===== src/dcs_pkg.sv =====
// package for the dma channel source step and request select block
package dcs_pkg;
    // ------------------------------------------------------------
    // register map
    // ------------------------------------------------------------
    localparam logic [3:0] ADDR_CTRL = 4'h0;
    localparam logic [3:0] ADDR_SRC = 4'h4;
    localparam logic [3:0] ADDR_STAT = 4'h8;
    // control field positions
    localparam int SM_LO = 12;
    localparam int SM_HI = 13;
    localparam int RS_LO = 8;
    localparam int RS_HI = 11;
    localparam int TS_LO = 3;
    localparam int TS_HI = 4;
    localparam int RSV7 = 7;
    localparam logic [1:0] SM_RESET = 2'h0;
    localparam logic [3:0] RS_RESET = 4'h0;
    localparam logic [1:0] TS_RESET = 2'h0;
    localparam logic [31:0] ADDR_RESET = 32'h0;
    // ------------------------------------------------------------
    // encodings
    // ------------------------------------------------------------
    localparam logic [1:0] SM_FIXED = 2'h0;
    localparam logic [1:0] SM_INC = 2'h1;
    localparam logic [1:0] SM_DEC = 2'h2;
    localparam logic [1:0] TS_BYTE = 2'h0;
    localparam logic [1:0] TS_WORD = 2'h1;
    localparam logic [1:0] TS_LONG = 2'h2;
    localparam logic [31:0] STEP_1 = 32'h1;
    localparam logic [31:0] STEP_2 = 32'h2;
    localparam logic [31:0] STEP_4 = 32'h4;
    localparam logic [31:0] STEP_0 = 32'h0;
    localparam logic [3:0] RS_EXT_DUAL = 4'h0;
    localparam logic [3:0] RS_BAD1 = 4'h1;
    localparam logic [3:0] RS_EXT_S_OUT = 4'h2;
    localparam logic [3:0] RS_EXT_S_IN = 4'h3;
    localparam logic [3:0] RS_AUTO = 4'h4;
    localparam logic [3:0] RS_BAD5 = 4'h5;
    localparam logic [3:0] RS_TMR0 = 4'h6;
    localparam logic [3:0] RS_TMR4 = 4'hA;
    localparam logic [3:0] RS_ADC = 4'hB;
    localparam logic [3:0] RS_SER0_TX = 4'hC;
    localparam logic [3:0] RS_SER0_RX = 4'hD;
    localparam logic [3:0] RS_SER1_TX = 4'hE;
    localparam logic [3:0] RS_SER1_RX = 4'hF;
    localparam int NUM_PERIPH = 10;

    // request-source classification
    typedef enum logic [2:0] {
        DCS_SRC_NONE = 3'b000,
        DCS_SRC_EXT_DUAL = 3'b001,
        DCS_SRC_EXT_OUT = 3'b010,
        DCS_SRC_EXT_IN = 3'b011,
        DCS_SRC_AUTO = 3'b100,
        DCS_SRC_PERIPH = 3'b101
    } dcs_src_kind_t;

    // register bus request
    typedef struct packed {
        logic [3:0] addr;
        logic [31:0] wdata;
        logic wr;
        logic rd;
    } dcs_bus_req_t;

    // peripheral request lines
    typedef struct packed {
        logic timer0_compare_a_req;
        logic timer1_compare_a_req;
        logic timer2_compare_a_req;
        logic timer3_compare_a_req;
        logic timer4_compare_a_req;
        logic converter1_done_req;
        logic serial0_tx_empty_req;
        logic serial0_rx_full_req;
        logic serial1_tx_empty_req;
        logic serial1_rx_full_req;
    } dcs_periph_req_t;
endpackage


===== src/dcs_channel.sv =====
// one dma channel: source address stepping and request source select
//
// The address map and the plain strobed port were chosen for this implementation.
`timescale 1ns/1ps
`default_nettype none
// Notes on behaviour
// step field 00 keeps the source address, 01 increments it, 11 is not to be used.
// increment adds 1, 2 or 4 for byte, 16-bit and 32-bit transfers.
// step field 10 subtracts 1, 2 or 4 for byte, 16-bit and 32-bit transfers.
// the step field is ignored for single address transfers from the device inward.
// software loads the channel 3 pointer with the location holding the data address.
// channel 3 indirect mode steps the pointer by 4 or 0 whatever the size; the code also subtracts 4 when the step field is 10.
// request code 0000 is external dual, 0100 is auto, 0001 and 0101 are prohibited.
// code 0010 is external single outward, 0011 external single inward.
// codes 0110-1010 pick timers 0-4, 1011 the converter, 1100-1111 serial tx/rx.
// external request codes are honoured only on channels 0 and 1.
// channels 2 and 3 have no programmable request source selection.
// control bit 7 always reads 0 and is written 0.
// size field 00 byte, 01 16-bit, 10 32-bit, 11 prohibited; it sets the step.
// step and request fields reset to zero.
// the source address updates once per completed transfer.
module dcs_channel #(
    parameter int CHANNEL = 0
) (
    // clock and reset
    input wire logic mclk_in,
    input wire logic reset_n_in,
    // register port
    input wire dcs_pkg::dcs_bus_req_t bus_in,
    output logic [31:0] rdata_out,
    // transfer side
    input wire logic xfer_done_in,
    input wire logic indirect_in,
    input wire logic ext_req_pin_in,
    input wire dcs_pkg::dcs_periph_req_t periph_in,
    // results
    output logic [31:0] src_addr_out,
    output logic xfer_req_out,
    output logic single_addr_out,
    output logic [2:0] src_kind_out
);
    // ------------------------------------------------------------
    // helpers
    // ------------------------------------------------------------
    // size to step amount
    function automatic logic [31:0] size_step(input logic [1:0] ts);
        case (ts)
            dcs_pkg::TS_BYTE: size_step = dcs_pkg::STEP_1;
            dcs_pkg::TS_WORD: size_step = dcs_pkg::STEP_2;
            dcs_pkg::TS_LONG: size_step = dcs_pkg::STEP_4;
            default: size_step = dcs_pkg::STEP_0;
        endcase
    endfunction

    // classify a request code for this channel
    function automatic dcs_pkg::dcs_src_kind_t classify(input logic [3:0] rs);
        if (CHANNEL >= 2) begin
            classify = dcs_pkg::DCS_SRC_NONE;
        end else begin
            case (rs)
                dcs_pkg::RS_EXT_DUAL: classify = dcs_pkg::DCS_SRC_EXT_DUAL;
                dcs_pkg::RS_EXT_S_OUT: classify = dcs_pkg::DCS_SRC_EXT_OUT;
                dcs_pkg::RS_EXT_S_IN: classify = dcs_pkg::DCS_SRC_EXT_IN;
                dcs_pkg::RS_AUTO: classify = dcs_pkg::DCS_SRC_AUTO;
                dcs_pkg::RS_BAD1, dcs_pkg::RS_BAD5: classify = dcs_pkg::DCS_SRC_NONE;
                default: classify = dcs_pkg::DCS_SRC_PERIPH;
            endcase
        end
    endfunction

    // ------------------------------------------------------------
    // pin synchroniser
    // ------------------------------------------------------------
    logic ext_meta_q;
    logic ext_sync_q;
    // first stage read only by the second
    always_ff @(posedge mclk_in or negedge reset_n_in) begin
        if (!reset_n_in) begin
            ext_meta_q <= 1'b0;
            ext_sync_q <= 1'b0;
        end else begin
            ext_meta_q <= ext_req_pin_in;
            ext_sync_q <= ext_meta_q;
        end
    end

    // ------------------------------------------------------------
    // control and address registers
    // ------------------------------------------------------------
    logic [1:0] sm_q, sm_d;
    logic [3:0] rs_q, rs_d;
    logic [1:0] ts_q, ts_d;
    logic [31:0] addr_q, addr_d;
    logic [31:0] step;
    logic step_ignored;
    dcs_pkg::dcs_src_kind_t kind;

    assign kind = classify(rs_q);
    // inward single-address moves have no source address in memory
    assign step_ignored = (kind == dcs_pkg::DCS_SRC_EXT_IN);

    // next control state and next source address
    always_comb begin
        sm_d = sm_q;
        rs_d = rs_q;
        ts_d = ts_q;
        addr_d = addr_q;
        step = (CHANNEL == 3 && indirect_in) ? dcs_pkg::STEP_4
                                             : size_step(ts_q);
        if (xfer_done_in && !step_ignored) begin
            case (sm_q)
                dcs_pkg::SM_INC: addr_d = addr_q + step;
                dcs_pkg::SM_DEC: addr_d = addr_q - step;
                default: addr_d = addr_q;
            endcase
        end
        // a software write to the pointer wins over a step
        if (bus_in.wr && bus_in.addr == dcs_pkg::ADDR_SRC) begin
            addr_d = bus_in.wdata;
        end
        if (bus_in.wr && bus_in.addr == dcs_pkg::ADDR_CTRL) begin
            sm_d = bus_in.wdata[dcs_pkg::SM_HI:dcs_pkg::SM_LO];
            ts_d = bus_in.wdata[dcs_pkg::TS_HI:dcs_pkg::TS_LO];
            // no selector is held on channels 2 and 3
            rs_d = (CHANNEL >= 2) ? dcs_pkg::RS_RESET
                                  : bus_in.wdata[dcs_pkg::RS_HI:dcs_pkg::RS_LO];
        end
    end

    // register the control state
    always_ff @(posedge mclk_in or negedge reset_n_in) begin
        if (!reset_n_in) begin
            sm_q <= dcs_pkg::SM_RESET;
            rs_q <= dcs_pkg::RS_RESET;
            ts_q <= dcs_pkg::TS_RESET;
            addr_q <= dcs_pkg::ADDR_RESET;
        end else begin
            sm_q <= sm_d;
            rs_q <= rs_d;
            ts_q <= ts_d;
            addr_q <= addr_d;
        end
    end

    // ------------------------------------------------------------
    // request selection
    // ------------------------------------------------------------
    logic req_d, req_q;
    logic [dcs_pkg::NUM_PERIPH-1:0] plines;
    logic [3:0] pidx;

    assign plines = periph_in;
    // bit 9 of the packed struct is timer 0, down to serial 1 rx at bit 0
    assign pidx = 4'(dcs_pkg::NUM_PERIPH - 1) - (rs_q - dcs_pkg::RS_TMR0);

    // pick the active request line
    always_comb begin
        case (kind)
            dcs_pkg::DCS_SRC_EXT_DUAL,
            dcs_pkg::DCS_SRC_EXT_OUT,
            dcs_pkg::DCS_SRC_EXT_IN: req_d = ext_sync_q;
            dcs_pkg::DCS_SRC_AUTO: req_d = 1'b1;
            dcs_pkg::DCS_SRC_PERIPH: req_d = plines[pidx];
            default: req_d = 1'b0;
        endcase
    end

    // ------------------------------------------------------------
    // outputs and read data
    // ------------------------------------------------------------
    logic [31:0] rdata_d, rdata_q;
    logic single_d, single_q;
    logic [2:0] kind_q;

    // read mux; bit 7 and unused bits stay zero
    always_comb begin
        rdata_d = 32'h0;
        single_d = (kind == dcs_pkg::DCS_SRC_EXT_OUT) ||
                   (kind == dcs_pkg::DCS_SRC_EXT_IN);
        if (bus_in.rd) begin
            case (bus_in.addr)
                dcs_pkg::ADDR_CTRL: begin
                    rdata_d[dcs_pkg::SM_HI:dcs_pkg::SM_LO] = sm_q;
                    rdata_d[dcs_pkg::RS_HI:dcs_pkg::RS_LO] = rs_q;
                    rdata_d[dcs_pkg::TS_HI:dcs_pkg::TS_LO] = ts_q;
                    rdata_d[dcs_pkg::RSV7] = 1'b0;
                end
                dcs_pkg::ADDR_SRC: rdata_d = addr_q;
                dcs_pkg::ADDR_STAT: rdata_d = {29'h0, kind};
                default: rdata_d = 32'h0;
            endcase
        end
    end

    // output flops
    always_ff @(posedge mclk_in or negedge reset_n_in) begin
        if (!reset_n_in) begin
            rdata_q <= 32'h0;
            req_q <= 1'b0;
            single_q <= 1'b0;
            kind_q <= 3'h0;
        end else begin
            rdata_q <= rdata_d;
            req_q <= req_d;
            single_q <= single_d;
            kind_q <= kind;
        end
    end

    assign rdata_out = rdata_q;
    assign src_addr_out = addr_q;
    assign xfer_req_out = req_q;
    assign single_addr_out = single_q;
    assign src_kind_out = kind_q;

    // ------------------------------------------------------------
    // assertions
    // ------------------------------------------------------------
    property p_fixed_hold;
        @(posedge mclk_in) disable iff (!reset_n_in)
        (sm_q == dcs_pkg::SM_FIXED && !(bus_in.wr && bus_in.addr == dcs_pkg::ADDR_SRC))
        |=> $stable(addr_q);
    endproperty
    a_fixed_hold: assert property (p_fixed_hold) else $error("fixed address moved");

    property p_inc;
        @(posedge mclk_in) disable iff (!reset_n_in)
        (xfer_done_in && sm_q == dcs_pkg::SM_INC && !step_ignored &&
         !(CHANNEL == 3 && indirect_in) && ts_q == dcs_pkg::TS_WORD &&
         !(bus_in.wr && bus_in.addr == dcs_pkg::ADDR_SRC))
        |=> addr_q == $past(addr_q) + dcs_pkg::STEP_2;
    endproperty
    a_inc: assert property (p_inc) else $error("word increment wrong");

    property p_dec;
        @(posedge mclk_in) disable iff (!reset_n_in)
        (xfer_done_in && sm_q == dcs_pkg::SM_DEC && !step_ignored &&
         !(CHANNEL == 3 && indirect_in) && ts_q == dcs_pkg::TS_BYTE &&
         !(bus_in.wr && bus_in.addr == dcs_pkg::ADDR_SRC))
        |=> addr_q == $past(addr_q) - dcs_pkg::STEP_1;
    endproperty
    a_dec: assert property (p_dec) else $error("byte decrement wrong");

    property p_ignore;
        @(posedge mclk_in) disable iff (!reset_n_in)
        (step_ignored && !(bus_in.wr && bus_in.addr == dcs_pkg::ADDR_SRC))
        |=> $stable(addr_q);
    endproperty
    a_ignore: assert property (p_ignore) else $error("inward step applied");

    property p_indirect;
        @(posedge mclk_in) disable iff (!reset_n_in)
        (CHANNEL == 3 && indirect_in && xfer_done_in && sm_q == dcs_pkg::SM_INC &&
         !step_ignored && !(bus_in.wr && bus_in.addr == dcs_pkg::ADDR_SRC))
        |=> addr_q == $past(addr_q) + dcs_pkg::STEP_4;
    endproperty
    a_indirect: assert property (p_indirect) else $error("indirect step not 4");

    property p_auto;
        @(posedge mclk_in) disable iff (!reset_n_in)
        (rs_q == dcs_pkg::RS_AUTO && CHANNEL < 2) |=> xfer_req_out;
    endproperty
    a_auto: assert property (p_auto) else $error("auto request missing");

    property p_no_sel;
        @(posedge mclk_in) disable iff (!reset_n_in)
        (CHANNEL >= 2) |-> (rs_q == dcs_pkg::RS_RESET && !xfer_req_out);
    endproperty
    a_no_sel: assert property (p_no_sel) else $error("selector on channel 2/3");

    property p_rsv;
        @(posedge mclk_in) disable iff (!reset_n_in)
        (bus_in.rd && bus_in.addr == dcs_pkg::ADDR_CTRL) |=> !rdata_out[dcs_pkg::RSV7];
    endproperty
    a_rsv: assert property (p_rsv) else $error("reserved bit read as one");

    property p_single_in;
        @(posedge mclk_in) disable iff (!reset_n_in)
        (rs_q == dcs_pkg::RS_EXT_S_IN && CHANNEL < 2) |=> single_addr_out;
    endproperty
    a_single_in: assert property (p_single_in) else $error("single mode missing");

    c_inc: cover property (@(posedge mclk_in) xfer_done_in && sm_q == dcs_pkg::SM_INC);
    c_dec: cover property (@(posedge mclk_in) xfer_done_in && sm_q == dcs_pkg::SM_DEC);
    c_periph: cover property (@(posedge mclk_in) kind == dcs_pkg::DCS_SRC_PERIPH && req_d);
    c_ext: cover property (@(posedge mclk_in) kind == dcs_pkg::DCS_SRC_EXT_DUAL && ext_sync_q);
endmodule // dcs_channel
`default_nettype wire


===== config.mk =====
export PLATFORM = sky130hd
export DESIGN_NAME = dcs_channel
export DESIGN_NICKNAME = d
export VERILOG_FILES = /design/src/dcs_pkg.sv /design/src/dcs_channel.sv
export SDC_FILE = /design/constraint.sdc
export NUM_CORES = 1
export LEC_CHECK = 0
export BUFFER_PORTS_ARGS = -buffer_cell sky130_fd_sc_hd__buf_2
export CORE_ASPECT_RATIO = 0.5
export CORE_UTILIZATION = 53
export CTS_CLUSTER_DIAMETER = 80
export DETAILED_ROUTE_END_ITERATION = 12
export GPL_ROUTABILITY_DRIVEN = 0
export PLACE_DENSITY = 0.8
export SLEW_MARGIN = 20
export SYNTH_ARGS = -nofsm -noshare
export SYNTH_HDL_FRONTEND = slang
export SYNTH_SLANG_ARGS = --single-unit

===== constraint.sdc =====
create_clock -name mclk_in -period 5.61 [get_ports mclk_in]
set_clock_uncertainty 0.05 [all_clocks]
set_input_delay 0.8415 -clock mclk_in [delete_from_list [all_inputs] [get_ports mclk_in]]
set_output_delay 0.8415 -clock mclk_in [all_outputs]
set_load 0.03 [all_outputs]

# Yosys cells after proc, flatten, opt, wreduce, memory -nomap -nowiden
# Cells that the tools add are included.
[classes]
add_sub_neg = 4
multipliers = 0
div_mod_pow = 0
n_lt_le_gt_ge = 1
eq_ne = 16
n_shift = 0
n_mux = 14
n_bitwise = 0
n_reduce_logical = 13
[op_table]
columns = ["cell", "n"]
rows = [
  ["$mux W32", 3],
  ["$pmux W32 S2", 1],
  ["$add A32 B32 Y32", 1],
  ["$sub A32 B32 Y32", 1],
  ["$mux W18", 1],
  ["$pmux W3 S5", 1],
  ["$pmux W7 S2", 1],
  ["$eq A4 B3 Y1 const B", 3],
  ["$pmux W3 S3", 1],
  ["$eq A4 B2 Y1 const B", 2],
  ["$logic_not A4 Y1", 2],
  ["$eq A3 B2 Y1 const B", 2],
  ["$eq A3 B3 Y1 const B", 2],
  ["$pmux W3 S2", 1],
  ["$lt A4 B5 Y1 const B", 1],
  ["$bmux W1 S4", 1],
  ["$eq A2 B1 Y1 const B", 2],
  ["$eq A2 B2 Y1 const B", 2],
  ["$eq A4 B1 Y1 const B", 1],
  ["$eq A4 B4 Y1 const B", 1],
  ["$pmux W2 S2", 1],
  ["$sub A4 B3 Y4 const B", 1],
  ["$sub A4 B4 Y4 const A", 1],
  ["$eq A3 B1 Y1 const B", 1],
  ["12 further kinds", 14],
]
[word_totals]
register_bits = 79
latchBits = 0
ram_bits = 0
mem_bits_ro = 0
in_bits = 53
output_inout_bits = 69
wordCells = 58
memories = 0

# Depth between registers and ports, before layout
[depth]
depth_word = 8
depth_mapped = 14
mapped_depth_nobuf = 13

# Worst setup path before layout
# OpenSTA, ideal clock, no wires.
[synth_path]
path_kind = "flip-flop to flip-flop"
from = "register sm_q[0]"
to = "register addr_q[31] (netlist: src_addr_out[31])"
setup_time_ns = 0.092
arrival_time_ns = 3.438
required_ns = 5.468
path_slack_ns = 2.031
stages_incl_launch_ff = 14
path_buffers = 0
synth_period_minus_slack_ns = 3.579
path_cell_list = "dfrtp_1 > nand2b_1 > and2_1 > inv_1 > ha_1 > a21oi_1 > nor2b_1 > a311o_1 > a41o_4 > o41ai_4 > o31ai_2 > mux2i_1 > o21a_1 > o31ai_2"
[synth_via]
elab_chain_cells = 4
elab_cells_between_ends = 7
classes_between = "eq/ne (2); mux (3); reduce/logical (2)"
[synth_rtl]
columns = ["item", "line_no", "source"]
rows = [
  ["from (decl)", "dcs_channel.sv:90", "logic [1:0] sm_q, sm_d;"],
  ["from (signal assigned)", "dcs_channel.sv:133", "sm_q <= dcs_pkg::SM_RESET;"],
  ["from (signal assigned)", "dcs_channel.sv:138", "sm_q <= sm_d;"],
  ["$eq A2 B2 Y1 or $eq A2 B1 Y1 (tied branches)", "dcs_channel.sv:111", "case (sm_q)"],
  ["$pmux W32 S2", "dcs_channel.sv:111", ""],
  ["$mux W32", "dcs_channel.sv:110", "if (xfer_done_in && !step_ignored) begin"],
  ["$mux W32", "dcs_channel.sv:118", "if (bus_in.wr && bus_in.addr == dcs_pkg::ADDR_SRC) begin"],
  ["to (signal assigned)", "dcs_channel.sv:136", "addr_q <= dcs_pkg::ADDR_RESET;"],
  ["to (signal assigned)", "dcs_channel.sv:141", "addr_q <= addr_d;"],
  ["to (decl)", "dcs_channel.sv:93", "logic [31:0] addr_q, addr_d;"],
]
# Several ways; a longest one is shown, not always the timed one. The select of a mux whose other input is x is not followed.
# A chain may end at the register's enable or synchronous reset.

# Final worst setup path
[layout_path]
from = "register sm_q[0]"
to = "register addr_q[29] (netlist: src_addr_out[29])"
# The elaborated chain is that of the path after synthesis.

==> flow_summary.yaml <==
sta:
  fin_crit_ps: 3654
  finalHoldViolCount: 0
  relSlewSlack_pct: 44.79
  finalSetupViolations: 0
  fin_crit_sh_pct: 65.14
  fin_setup_tns_ps: 0
  tightest_slew_ps: 828.2
  grt_setup_unrepaired: "no"
  finalHoldWorstSlack_ps: 305.5
  maxSlewViolCount: 0
  max_freq_mhz: 273.6
cts:
  cts_tree: "yes"
  cts_setup_buffers: 0
  htree_levels: 3
  ctsLongestPathBuffers: 2
  cts_sinks: 79
  clock_latency_ps: 350
  post_cts_resized: 0
  cts-root-buf: "clkbuf_16"
  numCtsBuffers: 9
  clkTransAtPathRegs_ps: 60
  cts.hold.buffers_added: 0
critical_path:
  critPathKind: "flip-flop to flip-flop"
  worstPathArrival_ps: 3830
  required_ps: 5790
  cp-end-kind: "flip-flop"
  cp-start-kind: "flip-flop"
  cp_max_fo: 26
drt:
  post-route-drc-count: 0
  wl_per_cell_um: 16.22
  vias_per_cell: 5.727
  drt.antenna.violating_nets: 0
  drt_iter0_markers: 306
  first_pass_iters: 4
  vias: 4358
  routed_wl_um: 12350
outcome:
  outcome: "finished clean"
global_route:
  grt_pass1_vias: 4094
  grt_max_degree: 80
  globalRouteTotalUtil_pct: 27.33
  antenna_found_initial: 0
  grt_pass1_wl_um: 20260
  grt_overflow: 0
logic_synthesis:
  synth-xor-area-share_pct: 4.493
  synth_warnings: 0
  synth_edf_count: 0
  seq_area_frac_synth_pct: 40.56
  synth.area.mux_share_pct: 3.389
  synthArstFlopShare_pct: 100.0
  syn-num-nets: 619
  ys_seq_elements: 79
  synth_ff_type: "dfrtp_1"
  syn_avg_cell_area_um2: 9.126
  synth_top_family_by_area: "compound AO/OA/AOI/OAI gates"
  synth_compound_area_share_pct: 22.95
  yosys.area_share.adder_pct: 8.370
  yosysUniqueCellTypes: 55
  syn_area_mm2: 0.004873
  synthCells: 534
  synth-simple-area-share_pct: 17.02
min_path:
  hp-class: "flip-flop to flip-flop"
die:
  core_mm2: 0.008798
  initial_core_util_pct: 55.39
  io_pins: 122
  floorplan.die.height_um: 69.81
  row_count: 24
  die_x_um: 137.6
  dieArea_mm2: 0.009606
flow_run:
  maxCapViolations: 0
place:
  hpwl_um: 8677
  io_buffers: 120
pwr:
  p_total_w: 0.003452
  leakagePower_nw: 2.929
  p_clk_share_pct: 18.4
  power.switching_w: 0.001620
  seqPwrFrac_pct: 25.3
  pwr-share-comb_pct: 56.3
  p_sw_share_pct: 46.93
  p_per_area_mw_per_mm2: 587.0
  p_int_w: 0.001832
  vdd_ir_drop_max_uv: 248.2
cells_and_area:
  nets: 724
  synthToLayoutAreaGrowth_pct: 20.67
  drive_above_1_share_pct: 25.00
  finalCoreUtilization_pct: 66.84
  antennaDiodeCount: 0
[per-layer routing]
metal | vias up | track usage (%) | wire length [µm]
met1 | 2051 | 39.17 | 5973
met5 | - | 0 | 0
li1 | 2138 | - | -
met3 | 17 | 7.091 | 859
met4 | 0 | 6.960 | 179
met2 | 152 | 40.87 | 5332
[registers in the layout (all words and copies together) (netlist names)]
| register | count |
|---|---|
| ext_meta_q | 1 |
| ts_q | 2 |
| rdata_out | 32 |
| xfer_req_out | 1 |
| ext_sync_q | 1 |
| single_addr_out | 1 |
| src_addr_out | 32 |
| sm_q | 2 |
| src_kind_out | 3 |
| rs_q | 4 |
[synthesized netlist by cell type (all sizes together), types with 3 or more instances]
library cell  number  area, µm²
dfrtp             79       1977
a21oi             52      260.3
nand2             52      195.2
nor2              46      172.7
o21ai             38      190.2
clkbuf            31      117.6
ha                31      387.9
and2              24      150.1
a31oi             16      100.1
a21o              15      112.6
xnor2             14      122.6
xor2              11      96.34
inv                9      33.78
nor3               9      45.04
a22o               8      70.07
mux2               8      90.09
nand3              8      40.04
nand4              8      50.05
and3               6      37.54
o21a               6      45.04
o21bai             6      45.04
a211oi             5      37.54
a22oi              5      37.54
nand2b             5      31.28
o211ai             4      30.03
a32o               3      30.03
mux2i              3      30.03
o31ai              3      32.53
[cell families (layout without fill, tap and decap cells)]
| kind of cell | count (synthesis) | in the layout |
|---|---|---|
| xor gates and xnor gates | 25 | 25 |
| adders and majority gates | 32 | 32 |
| muxes | 13 | 13 |
| and+or+nand+nor | 172 | 172 |
| buffers and inverters | 41 | 151 |
| DFF | 79 | 79 |
| AOI/OAI and AO/OA | 172 | 172 |
[final timing paths]
check                           depth (start not counted)  slack [ps]       start                to
worst max register to register                         14        1960     sm_q[0]  src_addr_out[29]
min in group asynchronous                               1         400  reset_n_in      rdata_out[1]
worst min register to register                          0         310  ext_meta_q        ext_sync_q
max in group asynchronous                               2        4520  reset_n_in  src_addr_out[17]
worst max-delay path                                   14        1960     sm_q[0]  src_addr_out[29]
worst min-delay path                                    0         310  ext_meta_q        ext_sync_q
[stage by stage]
step	instance area, µm²	setup WS [ps]	instances
floorplan	4873	2031	534
global placement	5538	2071	744
detailed placement	5538	2009	744
CTS	5859	1954	760
global route	5881	1605	761
finish	5881	1956	761
[cells in the final DEF, fill, tap and decap left out, types with 2 or more instances in the layout]
cell | netlist | layout
buf_2 | 1 | 119
dfrtp_1 | 79 | 79
nand2_1 | 52 | 52
a21oi_1 | 52 | 52
nor2_1 | 46 | 46
ha_1 | 31 | 31
o21ai_0 | 24 | 24
and2_1 | 24 | 24
a31oi_1 | 16 | 16
a21o_1 | 15 | 15
o21ai_1 | 14 | 14
xnor2_1 | 14 | 14
xor2_1 | 11 | 11
nor3_1 | 9 | 9
inv_1 | 9 | 9
clkbuf_16 | 0 | 9
a22o_1 | 8 | 8
mux2_2 | 8 | 8
nand3_1 | 8 | 8
nand4_1 | 8 | 8
o21bai_1 | 6 | 6
o21a_1 | 6 | 6
buf_4 | 0 | 6
nand2b_1 | 5 | 5
a211oi_1 | 5 | 5
and3_1 | 6 | 5
a22oi_1 | 5 | 5
o211ai_1 | 4 | 4
a32o_1 | 3 | 3
mux2i_1 | 3 | 3
nor3b_1 | 2 | 2
mux4_2 | 2 | 2
nand3b_1 | 2 | 2
nor2b_1 | 2 | 2
a41oi_1 | 2 | 2
o31ai_2 | 2 | 2
clkinvlp_4 | 0 | 2
bufinv_16 | 0 | 2
[worst max-delay path, cell delays in order (launching register included)]
cell	delay (ps)
dfrtp_1	410
nand2b_1	200
and2_1	210
inv_1	110
buf_4	330
ha_1	400
and4_1	260
nand2_1	60
o211ai_1	100
a41o_4	290
a21oi_1	290
o21ai_1	180
a311oi_1	400
xor2_1	180
o21ai_1	60
[final cells by class]
type | instances | area [µm²]
inverter | 9 | 33.78
tap | 117 | 146.4
clock buffer | 10 | 229.0
timing repair buffer | 126 | 660.6
fill | 767 | 2918
sequential | 79 | 1977
multi-input combinational | 414 | 2741
clock inverter | 6 | 92.59
[power groups by stage]
| stage | logic [W] | clock network, W | registers (W) |
|---|---|---|---|
| 6_report | 0.00194 | 0.000637 | 0.000872 |
| 5_1_grt | 0.00214 | 0.000666 | 0.000899 |
| 4_1_cts | 0.00192 | 0.000645 | 0.000872 |
| 3_5_place_dp | 0.00191 | 0 | 0.000882 |
| 3_3_place_gp | 0.00186 | 0 | 0.000875 |
| 2_1_floorplan | 0.00123 | 0 | 0.00108 |
Note: power is estimated with default switching activity, not from simulation.
